## src/rtl/inquiry_pkg.sv

```systemverilog
// Constants for the INQUIRY command responder: register map, CDB layout,
// response byte map and status codes.
// Assumes a single 40 MHz clock domain and an AHB-Lite register port.
package inquiry_pkg;
	// Register byte offsets
	localparam logic [4:0] OFS_CDB_LO = 5'h00;
	localparam logic [4:0] OFS_CDB_HI = 5'h04;
	localparam logic [4:0] OFS_CTRL = 5'h08;
	localparam logic [4:0] OFS_STATUS = 5'h0C;
	localparam logic [4:0] OFS_TEXT = 5'h10;
	// Control register bits
	localparam int CTRL_START = 0;
	localparam int CTRL_LUN_ABSENT = 1;
	localparam int CTRL_WIDE16 = 2;
	localparam int CTRL_UA = 3;
	// CDB fields
	localparam logic [7:0] OP_INQUIRY = 8'h12;
	localparam logic [7:0] OP_REQ_SENSE = 8'h03;
	localparam int CDB_CMDSUP_BIT = 1;
	localparam int CDB_VPD_BIT = 0;
	localparam logic [7:0] PAGE_VENDOR_BASE = 8'hC0;
	localparam logic [7:0] PAGE_SUPPORTED = 8'h00;
	localparam logic [7:0] PAGE_SERIAL = 8'h80;
	localparam logic [7:0] PAGE_DEVID = 8'h83;
	// Response lengths
	localparam logic [7:0] LEN_STD = 8'hA4;
	localparam logic [7:0] LEN_VPD00 = 8'h06;
	localparam logic [7:0] LEN_VPD80 = 8'h14;
	localparam logic [7:0] LEN_VPD83 = 8'h04;
	localparam logic [7:0] LEN_CMD_OK = 8'h0C;
	localparam logic [7:0] LEN_CMD_NO = 8'h06;
	// Fixed response bytes for standard and VPD data, and serial text base in memory
	localparam logic [7:0] QUAL_ABSENT = 8'h7F;
	localparam logic [7:0] STD_VERSION = 8'h03;
	localparam logic [7:0] STD_FORMAT = 8'h02;
	localparam logic [7:0] STD_ADDL_LEN = 8'h9F;
	localparam logic [7:0] STD_FLAGS6 = 8'h01;
	localparam logic [7:0] STD_CLOCKING = 8'h0C;
	localparam logic [7:0] VPD00_LEN = 8'h02;
	localparam logic [7:0] VPD80_LEN = 8'h10;
	localparam logic [7:0] SERIAL_RAM_BASE = 8'hA0;
	// Byte 7: wb16 at bit 5; sync, linked, queuing set
	localparam logic [7:0] STD_FLAGS7 = 8'h1A;
	localparam int FLAG7_WB16 = 5;
	// Command support data
	localparam logic [2:0] SUP_NONE = 3'b001;
	localparam logic [2:0] SUP_STD = 3'b011;
	localparam logic [7:0] CDB6_SIZE = 8'h06;
	localparam logic [7:0] USE_SEL = 8'h03;
	localparam logic [7:0] USE_FULL = 8'hFF;
	// Status and sense
	localparam logic [7:0] ST_GOOD = 8'h00;
	localparam logic [7:0] ST_CHECK = 8'h02;
	localparam logic [3:0] SK_ILLEGAL = 4'h5;
	localparam logic [7:0] ASC_BAD_FIELD = 8'h24;
	localparam logic [7:0] ASC_BAD_LUN = 8'h25;

	typedef enum logic [2:0] {
		S_IDLE = 3'b000,
		S_DECODE = 3'b001,
		S_FETCH = 3'b010,
		S_LOAD = 3'b011,
		S_HOLD = 3'b100,
		S_STATUS = 3'b101
	} state_t;

	typedef enum logic [2:0] {
		K_STD = 3'b000,
		K_VPD00 = 3'b001,
		K_VPD80 = 3'b010,
		K_VPD83 = 3'b011,
		K_CMD = 3'b100
	} kind_t;
endpackage

```

## src/rtl/text_mem_if.sv

```systemverilog
// Link between the responder and its text memory.
// Assumes both ends share hclk.
interface text_mem_if;
	logic we;
	logic [7:0] waddr;
	logic [7:0] wdata;
	logic [7:0] raddr;
	logic [7:0] rdata;
	modport ctrl(output we, output waddr, output wdata, output raddr, input rdata);
	modport mem(input we, input waddr, input wdata, input raddr, output rdata);
endinterface

```

## src/rtl/scsi_inquiry_responder.sv

```systemverilog
// INQUIRY command interpreter with AHB-Lite register access.
// Assumes din_ready comes from logic on hclk; text memory loaded by software.
// What this block does
// - Opcode 12h; byte1 bit1 command support, bit0 vital page; page byte2, length byte4.
// - Neither selector and page zero returns standard identification data.
// - Vital-page selector alone with supported page returns that page.
// - Command-support selector alone with supported code returns support data.
// - Illegal selector/page combinations end with CHECK CONDITION, invalid field.
// - Allocation length zero sends no response bytes.
// - Send the smaller of available bytes and allocation length.
// - Pending unit attention does not block the command and stays pending.
// - Other commands except request sense to an absent unit get CHECK CONDITION.
// - Byte 0 zero, or qualifier 011b with type 1Fh when unit absent.
// - Byte 1 zero; byte 2 compliance fields zero, version 3.
// - Byte 3 format two, task termination and normal ACA zero.
// - Byte 4 additional length 159; byte 5 zero.
// - Byte 6 holds only the 16-bit address flag.
// - Medium changer flag zero since removable media is zero.
// - Byte 7: sync, linked, queuing set; wide16 follows support; others zero.
// - Soft reset flag reads zero.
// - Byte 53 clocking 11b, quick arbitration and information unit zero.
// - ASCII identity fields at their positions; reserved bytes zero.
// - Support field 001b unsupported, 011b supported in conformance.
// - Supported pages list 80h and 83h ascending, page length 02h.
//
// Added by the designer: the AHB-Lite interface to the registers and the placing of the registers.
module scsi_inquiry_responder (
	input wire logic hclk, // Clock, 40 MHz
	input wire logic hresetn, // Async reset, active low
	input wire logic hsel, // Slave select
	input wire logic [31:0] haddr, // Address
	input wire logic [1:0] htrans, // Transfer type
	input wire logic hwrite, // Write flag
	input wire logic [2:0] hsize, // Transfer size
	input wire logic [31:0] hwdata, // Write data
	input wire logic hready, // Bus ready
	output logic hreadyout, // Slave ready
	output logic [31:0] hrdata, // Read data
	output logic hresp, // Response, always OKAY
	output logic [7:0] din_byte, // Response byte to initiator
	output logic din_valid, // Response byte valid
	input wire logic din_ready, // Initiator takes byte
	output logic status_valid, // Status byte pulse
	output logic [7:0] status_byte // Command status
);
	typedef struct packed {
		inquiry_pkg::state_t st;
		inquiry_pkg::kind_t kind;
		logic [5:0][7:0] cdb;
		logic lun_absent;
		logic wide16;
		logic ua_pending;
		logic busy;
		logic done;
		logic check;
		logic [3:0] sense_key;
		logic [7:0] asc;
		logic [7:0] idx;
		logic [7:0] limit;
		logic [7:0] sent;
		logic ap_wr;
		logic [4:0] ap_addr;
		logic [31:0] hrdata;
		logic hreadyout;
		logic [7:0] din_byte;
		logic din_valid;
		logic status_valid;
		logic [7:0] status_byte;
	} regs_t;

	regs_t r_r, r_nxt;
	text_mem_if tm ();

	text_mem u_mem (
		.hclk(hclk),
		.hresetn(hresetn),
		.port(tm.mem)
	);

	logic [7:0] op, page, alloc;
	logic cs, vp, accept;
	assign op = r_r.cdb[0];
	assign cs = r_r.cdb[1][inquiry_pkg::CDB_CMDSUP_BIT];
	assign vp = r_r.cdb[1][inquiry_pkg::CDB_VPD_BIT];
	assign page = r_r.cdb[2];
	assign alloc = r_r.cdb[4];
	assign accept = hsel && htrans[1] && hready;

	assign tm.we = r_r.ap_wr && (r_r.ap_addr == inquiry_pkg::OFS_TEXT);
	assign tm.waddr = hwdata[7:0];
	assign tm.wdata = hwdata[15:8];
	assign tm.raddr = (r_r.kind == inquiry_pkg::K_VPD80) ? 8'(r_r.idx + inquiry_pkg::SERIAL_RAM_BASE) : r_r.idx;

	// Response byte at index i; text positions come from the memory
	function automatic logic [7:0] resp_byte(inquiry_pkg::kind_t k, logic [7:0] i, logic absent,
		logic w16, logic [7:0] pg, logic [7:0] txt);
		logic [7:0] b;
		b = 8'h00;
		if (i == 8'h00) begin
			b = absent ? inquiry_pkg::QUAL_ABSENT : 8'h00;
		end else begin
			case (k)
				inquiry_pkg::K_STD: begin
					case (i)
						8'h02: b = inquiry_pkg::STD_VERSION;
						8'h03: b = inquiry_pkg::STD_FORMAT;
						8'h04: b = inquiry_pkg::STD_ADDL_LEN;
						8'h06: b = inquiry_pkg::STD_FLAGS6;
						8'h07: begin
							b = inquiry_pkg::STD_FLAGS7;
							b[inquiry_pkg::FLAG7_WB16] = w16;
						end
						8'h35: b = inquiry_pkg::STD_CLOCKING;
						default: begin
							if ((i >= 8'h08 && i <= 8'h2B) || (i >= 8'h60 && i <= 8'h91)) begin
								b = txt;
							end
						end
					endcase
				end
				inquiry_pkg::K_VPD00: begin
					case (i)
						8'h03: b = inquiry_pkg::VPD00_LEN;
						8'h04: b = inquiry_pkg::PAGE_SERIAL;
						8'h05: b = inquiry_pkg::PAGE_DEVID;
						default: b = 8'h00;
					endcase
				end
				inquiry_pkg::K_VPD80: begin
					case (i)
						8'h01: b = inquiry_pkg::PAGE_SERIAL;
						8'h03: b = inquiry_pkg::VPD80_LEN;
						default: b = (i >= 8'h04) ? txt : 8'h00;
					endcase
				end
				inquiry_pkg::K_VPD83: b = (i == 8'h01) ? inquiry_pkg::PAGE_DEVID : 8'h00;
				inquiry_pkg::K_CMD: begin
					case (i)
						8'h01: b = {5'h00, (pg == inquiry_pkg::OP_INQUIRY) ? inquiry_pkg::SUP_STD
							: inquiry_pkg::SUP_NONE};
						8'h02: b = inquiry_pkg::STD_VERSION;
						8'h05: b = (pg == inquiry_pkg::OP_INQUIRY) ? inquiry_pkg::CDB6_SIZE : 8'h00;
						8'h06: b = inquiry_pkg::OP_INQUIRY;
						8'h07: b = inquiry_pkg::USE_SEL;
						8'h08: b = inquiry_pkg::USE_FULL;
						8'h0A: b = inquiry_pkg::USE_FULL;
						8'h0B: b = inquiry_pkg::USE_SEL;
						default: b = 8'h00;
					endcase
				end
				default: b = 8'h00;
			endcase
		end
		return b;
	endfunction

	always_comb begin
		logic [7:0] avail;
		logic err;
		avail = 8'h00;
		err = 1'b0;
		r_nxt = r_r;
		r_nxt.status_valid = 1'b0;
		r_nxt.hreadyout = 1'b1;
		// Bus data phase: apply a pending write
		if (r_r.ap_wr) begin
			case (r_r.ap_addr)
				inquiry_pkg::OFS_CDB_LO: begin
					if (!r_r.busy) begin
						r_nxt.cdb[3:0] = hwdata;
					end
				end
				inquiry_pkg::OFS_CDB_HI: begin
					if (!r_r.busy) begin
						r_nxt.cdb[5:4] = hwdata[15:0];
					end
				end
				inquiry_pkg::OFS_CTRL: begin
					r_nxt.lun_absent = hwdata[inquiry_pkg::CTRL_LUN_ABSENT];
					r_nxt.wide16 = hwdata[inquiry_pkg::CTRL_WIDE16];
					r_nxt.ua_pending = hwdata[inquiry_pkg::CTRL_UA];
					if (hwdata[inquiry_pkg::CTRL_START] && !r_r.busy) begin
						r_nxt.st = inquiry_pkg::S_DECODE;
						r_nxt.busy = 1'b1;
						r_nxt.done = 1'b0;
						r_nxt.check = 1'b0;
						r_nxt.sense_key = 4'h0;
						r_nxt.asc = 8'h00;
						r_nxt.sent = 8'h00;
						r_nxt.idx = 8'h00;
					end
				end
				default: ;
			endcase
		end
		// Bus address phase: latch, and prepare read data
		r_nxt.ap_wr = accept && hwrite;
		r_nxt.ap_addr = haddr[4:0];
		if (accept && !hwrite) begin
			case (haddr[4:0])
				inquiry_pkg::OFS_CDB_LO: r_nxt.hrdata = r_r.cdb[3:0];
				inquiry_pkg::OFS_CDB_HI: r_nxt.hrdata = {16'h0000, r_r.cdb[5:4]};
				inquiry_pkg::OFS_CTRL: r_nxt.hrdata = {28'h0000000, r_r.ua_pending, r_r.wide16,
					r_r.lun_absent, 1'b0};
				inquiry_pkg::OFS_STATUS: r_nxt.hrdata = {r_r.sent, r_r.asc, 4'h0, r_r.sense_key,
					5'h00, r_r.check, r_r.done, r_r.busy};
				default: r_nxt.hrdata = 32'h00000000;
			endcase
		end
		case (r_r.st)
			inquiry_pkg::S_IDLE: ;
			inquiry_pkg::S_DECODE: begin
				// Unit attention is neither checked nor cleared here
				r_nxt.st = inquiry_pkg::S_STATUS;
				if (op != inquiry_pkg::OP_INQUIRY) begin
					if (r_r.lun_absent && op != inquiry_pkg::OP_REQ_SENSE) begin
						r_nxt.check = 1'b1;
						r_nxt.sense_key = inquiry_pkg::SK_ILLEGAL;
						r_nxt.asc = inquiry_pkg::ASC_BAD_LUN;
					end
				end else begin
					if (cs && vp) begin
						err = 1'b1;
					end else if (vp) begin
						case (page)
							inquiry_pkg::PAGE_SUPPORTED: begin
								r_nxt.kind = inquiry_pkg::K_VPD00;
								avail = inquiry_pkg::LEN_VPD00;
							end
							inquiry_pkg::PAGE_SERIAL: begin
								r_nxt.kind = inquiry_pkg::K_VPD80;
								avail = inquiry_pkg::LEN_VPD80;
							end
							inquiry_pkg::PAGE_DEVID: begin
								r_nxt.kind = inquiry_pkg::K_VPD83;
								avail = inquiry_pkg::LEN_VPD83;
							end
							default: err = 1'b1;
						endcase
					end else if (cs) begin
						if (page >= inquiry_pkg::PAGE_VENDOR_BASE) begin
							err = 1'b1;
						end else begin
							r_nxt.kind = inquiry_pkg::K_CMD;
							avail = (page == inquiry_pkg::OP_INQUIRY) ? inquiry_pkg::LEN_CMD_OK
								: inquiry_pkg::LEN_CMD_NO;
						end
					end else if (page != 8'h00) begin
						err = 1'b1;
					end else begin
						r_nxt.kind = inquiry_pkg::K_STD;
						avail = inquiry_pkg::LEN_STD;
					end
					if (err) begin
						r_nxt.check = 1'b1;
						r_nxt.sense_key = inquiry_pkg::SK_ILLEGAL;
						r_nxt.asc = inquiry_pkg::ASC_BAD_FIELD;
					end else begin
						r_nxt.limit = (alloc < avail) ? alloc : avail;
						if (alloc != 8'h00) begin
							r_nxt.st = inquiry_pkg::S_FETCH;
						end
					end
				end
			end
			inquiry_pkg::S_FETCH: r_nxt.st = inquiry_pkg::S_LOAD;
			inquiry_pkg::S_LOAD: begin
				r_nxt.din_byte = resp_byte(r_r.kind, r_r.idx, r_r.lun_absent, r_r.wide16, page, tm.rdata);
				r_nxt.din_valid = 1'b1;
				r_nxt.st = inquiry_pkg::S_HOLD;
			end
			inquiry_pkg::S_HOLD: begin
				if (din_ready) begin
					r_nxt.din_valid = 1'b0;
					r_nxt.idx = 8'(r_r.idx + 8'h01);
					r_nxt.sent = 8'(r_r.sent + 8'h01);
					r_nxt.st = (8'(r_r.idx + 8'h01) == r_r.limit) ? inquiry_pkg::S_STATUS
						: inquiry_pkg::S_FETCH;
				end
			end
			inquiry_pkg::S_STATUS: begin
				r_nxt.status_valid = 1'b1;
				r_nxt.status_byte = r_r.check ? inquiry_pkg::ST_CHECK : inquiry_pkg::ST_GOOD;
				r_nxt.busy = 1'b0;
				r_nxt.done = 1'b1;
				r_nxt.st = inquiry_pkg::S_IDLE;
			end
			default: r_nxt.st = inquiry_pkg::S_IDLE;
		endcase
	end

	always_ff @(posedge hclk or negedge hresetn) begin
		if (!hresetn) begin
			r_r <= '{st: inquiry_pkg::S_IDLE, kind: inquiry_pkg::K_STD, hreadyout: 1'b1, default: '0};
		end else begin
			r_r <= r_nxt;
		end
	end

	assign hreadyout = r_r.hreadyout;
	assign hrdata = r_r.hrdata;
	assign hresp = 1'b0;
	assign din_byte = r_r.din_byte;
	assign din_valid = r_r.din_valid;
	assign status_valid = r_r.status_valid;
	assign status_byte = r_r.status_byte;

	logic dec12;
	assign dec12 = (r_r.st == inquiry_pkg::S_DECODE) && (op == inquiry_pkg::OP_INQUIRY) && !r_r.ap_wr;

	chk_foreign_cmd: assert property (@(posedge hclk) disable iff (!hresetn)
		(r_r.st == inquiry_pkg::S_DECODE && op != inquiry_pkg::OP_INQUIRY) |=> r_r.st == inquiry_pkg::S_STATUS)
		else $error("non-inquiry opcode sent data");
	chk_std_select: assert property (@(posedge hclk) disable iff (!hresetn)
		(dec12 && !cs && !vp && page == 8'h00 && alloc != 8'h00) |=>
		(r_r.kind == inquiry_pkg::K_STD && r_r.st == inquiry_pkg::S_FETCH))
		else $error("standard data not selected");
	chk_vpd_select: assert property (@(posedge hclk) disable iff (!hresetn)
		(dec12 && !cs && vp && page == inquiry_pkg::PAGE_SERIAL) |=> r_r.kind == inquiry_pkg::K_VPD80 && !r_r.check)
		else $error("serial page not selected");
	chk_cmd_select: assert property (@(posedge hclk) disable iff (!hresetn)
		(dec12 && cs && !vp && page < inquiry_pkg::PAGE_VENDOR_BASE) |=> r_r.kind == inquiry_pkg::K_CMD)
		else $error("command support not selected");
	chk_both_reject: assert property (@(posedge hclk) disable iff (!hresetn)
		(dec12 && cs && vp) |=> r_r.check ##1 (status_valid && status_byte == inquiry_pkg::ST_CHECK))
		else $error("both selectors not rejected");
	chk_zero_alloc: assert property (@(posedge hclk) disable iff (!hresetn)
		(dec12 && alloc == 8'h00) |=> !din_valid [*2])
		else $error("bytes sent with zero allocation");
	chk_limit_bound: assert property (@(posedge hclk) disable iff (!hresetn)
		(r_r.st == inquiry_pkg::S_FETCH) |-> (r_r.limit <= alloc && r_r.idx < r_r.limit))
		else $error("transfer exceeds allocation");
	chk_lun_check: assert property (@(posedge hclk) disable iff (!hresetn)
		(r_r.st == inquiry_pkg::S_DECODE && op != inquiry_pkg::OP_INQUIRY && op != inquiry_pkg::OP_REQ_SENSE
		&& r_r.lun_absent) |=> ##1 (status_byte == inquiry_pkg::ST_CHECK))
		else $error("absent unit not checked");
	chk_absent_byte0: assert property (@(posedge hclk) disable iff (!hresetn)
		(din_valid && r_r.idx == 8'h00 && r_r.lun_absent) |-> din_byte == inquiry_pkg::QUAL_ABSENT)
		else $error("byte 0 wrong for absent unit");
	chk_addl_len: assert property (@(posedge hclk) disable iff (!hresetn)
		(din_valid && r_r.kind == inquiry_pkg::K_STD && r_r.idx == 8'h04) |-> din_byte == inquiry_pkg::STD_ADDL_LEN)
		else $error("additional length wrong");
	chk_byte_order: assert property (@(posedge hclk) disable iff (!hresetn)
		(din_valid && din_ready) |=> (r_r.idx == 8'($past(r_r.idx) + 8'h01)) && !din_valid)
		else $error("bytes out of order");
endmodule

```

## src/rtl/text_mem.sv

```systemverilog
// 256 x 8 text store for the ASCII identity fields.
// Assumes software loads it before the first command; contents are not reset.
module text_mem (
	input wire logic hclk, // Clock
	input wire logic hresetn, // Async reset, active low
	text_mem_if.mem port // Write and read port
);
	logic [7:0] ram [256];
	logic [7:0] rdata_r;

	always_ff @(posedge hclk) begin
		if (port.we) begin
			ram[port.waddr] <= port.wdata;
		end
	end

	always_ff @(posedge hclk or negedge hresetn) begin
		if (!hresetn) begin
			rdata_r <= 8'h00;
		end else begin
			rdata_r <= ram[port.raddr];
		end
	end

	assign port.rdata = rdata_r;
endmodule

```

## config.mk

```make
export PLATFORM = sky130hd
export DESIGN_NAME = scsi_inquiry_responder
export DESIGN_NICKNAME = d
export VERILOG_FILES = /design/src/rtl/inquiry_pkg.sv /design/src/rtl/text_mem_if.sv /design/src/rtl/scsi_inquiry_responder.sv /design/src/rtl/text_mem.sv
export SDC_FILE = /design/constraint.sdc
export NUM_CORES = 2
export LEC_CHECK = 0
export ABC_AREA = 1
export BUFFER_PORTS_ARGS = -buffer_cell sky130_fd_sc_hd__buf_2
export CAP_MARGIN = 20
export CELL_PAD_IN_SITES_DETAIL_PLACEMENT = 1
export CELL_PAD_IN_SITES_GLOBAL_PLACEMENT = 1
export CORE_ASPECT_RATIO = 1.75
export CORE_MARGIN = 2
export CORE_UTILIZATION = 52
export CTS_BUF_LIST = sky130_fd_sc_hd__clkbuf_4 sky130_fd_sc_hd__clkbuf_8
export CTS_CLUSTER_SIZE = 8
export DETAILED_ROUTE_END_ITERATION = 12
export GPL_ROUTABILITY_DRIVEN = 0
export PLACE_DENSITY_LB_ADDON = 0.1
export SYNTH_ARGS = -nofsm -noshare
export SYNTH_HDL_FRONTEND = slang
export SYNTH_SLANG_ARGS = --single-unit
```

## constraint.sdc

```tcl
create_clock -name hclk -period 2.8 [get_ports hclk]
set_clock_uncertainty 0.05 [all_clocks]
set_input_delay 0.28 -clock hclk [delete_from_list [all_inputs] [get_ports hclk]]
set_output_delay 0.28 -clock hclk [all_outputs]
set_load 0.03 [all_outputs]
```

==> flow_metrics.py <==
metrics = {
    "worst_setup_path": {
        "setup.worst_path.start_class": "flip-flop",
        "r2r-end": "u_mem.port.rdata[4]$_DFF_PN0_",
        "reg2reg_slack_ps": 4,
        "required_ps": 3550,
        "r2r-start": "r_r[73]$_DFF_PN0_",
        "crit_fanout": 45,
        "cp-end-kind": "flip-flop",
        "rr_worst_depth": 15,
        "arrival_ps": 3540,
        "path_class": "reg2reg",
    },
    "clock_network": {
        "clock_path_buffers": 4,
        "root_buffer": "clkbuf_8",
        "cts_max_level": 5,
        "cts_buffers": 337,
        "cts_tree": "done",
        "cts_sinks": 2201,
        "clk_pin_slew_worst_paths_ps": 60,
        "worstSkewPairLatency_ps": 970,
    },
    "global_route": {
        "antenna_found_initial": 7,
        "track_usage": 0.350,
        "grt_pass1_vias": 77600,
        "grt_pass1_wl_um": 480000,
        "grt_max_degree": 78,
        "grt_overflow": 0,
    },
    "routing": {
        "vias": 71500,
        "drt_iter0_markers": 6000,
        "wl_um": 327000,
        "drc": 0,
        "drtAntennaViolNets": 0,
        "post_drt_wl_per_cell_um": 26.0,
        "vias_per_cell": 5.69,
        "dr.pass1.iters": 8,
    },
    "power": {
        "internal_power_uw": 50600,
        "combPwrFrac": 0.085,
        "swShare": 0.244,
        "p_clk_frac": 0.374,
        "power.density_nw_per_um2": 608,
        "leakagePower_uw": 0.0461,
        "peakVddDrop_v": 0.000380,
        "power.share.sequential": 0.541,
        "p_switching_uw": 16300,
    },
    "cells_and_area": {
        "layout_common_cells": "nand2_1 (3322), edfxtp_1 (2048), inv_1 (892)",
        "utilization": 0.607,
        "area_growth_pct": 16.3,
        "drive_above_1_share": 0.145,
        "layout.nets": 10100,
        "layoutNonFillerInstCount": 12600,
        "final_common_cell": "nand2_1",
    },
    "logic_synthesis": {
        "synthFlopType": "edfxtp_1",
        "yosysUniqueCellTypes": 44,
        "synthCells": 9246,
        "synth_area_um2": 94500,
        "seq_area_frac_synth": 0.691,
        "synth_edf_count": 2048,
        "synth_seq_cells": 2201,
        "async_flop_share": 0.0695,
        "avgSynthCellArea_um2": 10.2,
        "yosys_warnings": 0,
    },
    "worst_hold_path": {
        "whs_endpoint": "page[3]$_DFFE_PN0P_",
        "min_path_cells": 3,
        "worstHoldPathType": "in2reg",
        "hold_start": "hwdata[19]",
    },
    "timing": {
        "rsz0062_at_grt": "true",
        "tns_ps": 0,
        "fmax_mhz": 358,
        "maxSlewHeadroom": 0.438,
        "fin_crit_sh": 0.998,
        "report.final.slew_viol_count": 0,
        "worst_pin_slew_ps": 843,
        "setup_viol": 0,
        "worst_slack_ps": 4.22,
        "final-hold-violation-count": 0,
        "min_period_ps": 2800,
    },
    "floorplan": {
        "row_count": 207,
        "die-height_um": 568,
        "coreArea_um2": 181000,
        "dieArea_um2": 185000,
        "die_w_um": 326,
        "start_util": 0.521,
        "io_pins": 127,
    },
    "placed_design": {
        "port_buffers": 86,
        "dp_hpwl_um": 213000,
        "placed_cells": 12000,
        "pre_cts_slack_ps": -107,
    },
    "job": {
        "max_cap_violations": 0,
    },
    "outcome": {
        "outcome": "completed",
    },
}
-- per-layer routing --
layer,vias up,share of wire,routed length [µm],track usage
met5,-,0,0,0
met4,0,0.084,27400,0.264
met3,992,0.061,20000,0.0529
met2,2791,0.52,169000,0.621
met1,36100,0.34,111000,0.374
li1,31700,-,-,-
-- flip-flops by register name, summed over array words and instances (netlist names) --
register	cells
alloc	8
op	8
r_r	77
status_byte	1
u_mem.port.rdata	8
u_mem.ram	2048
hrdata	32
cs	1
status_valid	1
page	8
din_valid	1
din_byte	8
-- logic make-up after synthesis --
logic type | share of synthesized area
simple gates | 0.216
flops | 0.691
buf+inv | 0.0623
compound gates | 0.0274
fa+ha+maj | 0.00159
xor+xnor | 0.000821
mux | 0.000476
other cells | 0.0000794
-- synth_stat cells (3+ instances only) --
master	count	area share
nand2_1	3346	0.13
edfxtp_1	2048	0.65
nand3_1	902	0.048
inv_1	893	0.035
nor2_1	781	0.031
o21ai_0	302	0.016
buf_2	245	0.013
clkbuf_1	174	0.0069
dfrtp_1	153	0.040
a21oi_1	109	0.0058
buf_4	57	0.0045
buf_1	47	0.0019
o21ai_1	32	0.0017
o22ai_1	30	0.0020
nand4_1	18	0.0012
nor3_1	18	0.00095
ha_1	12	0.0016
inv_2	11	0.00044
or2_2	6	0.00040
xor2_1	6	0.00056
a221oi_1	5	0.00046
nand3b_1	5	0.00040
nor2_2	5	0.00033
nor2_4	5	0.00060
a22o_1	4	0.00037
mux2_2	4	0.00048
a31oi_1	3	0.00020
o2111ai_1	3	0.00028
-- stage by stage --
step,power [µW],area [µm²],hold slack [ps]
2_1_floorplan,39200,94600,-65.6
3_3_place_gp,42100,103000,325
3_5_place_dp,42200,103000,335
4_1_cts,67000,110000,4.36
5_1_grt,68700,110000,59.8
6_report,66900,110000,84.0
-- power by group through the flow --
| stage | registers (µW) | clock network [µW] | logic, µW |
|---|---|---|---|
| 2_1_floorplan | 36700 | 0 | 2420 |
| 3_3_place_gp | 36800 | 0 | 5230 |
| 3_5_place_dp | 36800 | 0 | 5400 |
| 4_1_cts | 36200 | 25400 | 5530 |
| 5_1_grt | 36100 | 26500 | 6000 |
| 6_report | 36200 | 25000 | 5680 |
-- worst max-delay path, cell delays in order, from the launching register on --
cell	delay, ps
dfrtp_4	530
clkinv_8	140
buf_12	140
buf_12	190
buf_12	260
nand2_1	90
nand3_1	110
nand2_1	80
nand2_1	60
nand2_1	100
nor2_1	210
nand2_1	110
nand3_1	230
nand3_1	120
nand3_1	140
nand2_1	60
-- final cells by class --
class                           count  area, µm²
Sequential cell                  2201      65300
Antenna cell                        7       17.5
Multi-Input combinational cell   5624      23600
Clock buffer                      465       5710
Tap cell                         2403       3010
Timing Repair Buffer              937       8710
Inverter                          904       3420
Clock inverter                     34        159
Fill cell                       19600      71300
-- worst max path at each step --
stage,startpoint,endpoint,cells past startpoint
after floorplan,r_r[74]$_DFF_PN0_,r_r[151]$_DFF_PN0_,15
after detailed placement,r_r[73]$_DFF_PN0_,u_mem.port.rdata[4]$_DFF_PN0_,17
after CTS,r_r[73]$_DFF_PN0_,u_mem.port.rdata[4]$_DFF_PN0_,17
final,r_r[73]$_DFF_PN0_,u_mem.port.rdata[4]$_DFF_PN0_,15
after global placement,r_r[73]$_DFF_PN0_,u_mem.port.rdata[1]$_DFF_PN0_,14
after global routing,r_r[73]$_DFF_PN0_,u_mem.port.rdata[4]$_DFF_PN0_,15
-- timing repair --
action                     4_1_cts  5_1_grt
cloned                           0        4
gates resized for setup         20       65
setup endpoints to repair        6      133
pin swaps                        0        1
hold endpoints to repair      1226        0
hold buffers                    51        0
buffers inserted                 0       10
Note: power is estimated with default switching activity, not from simulation.
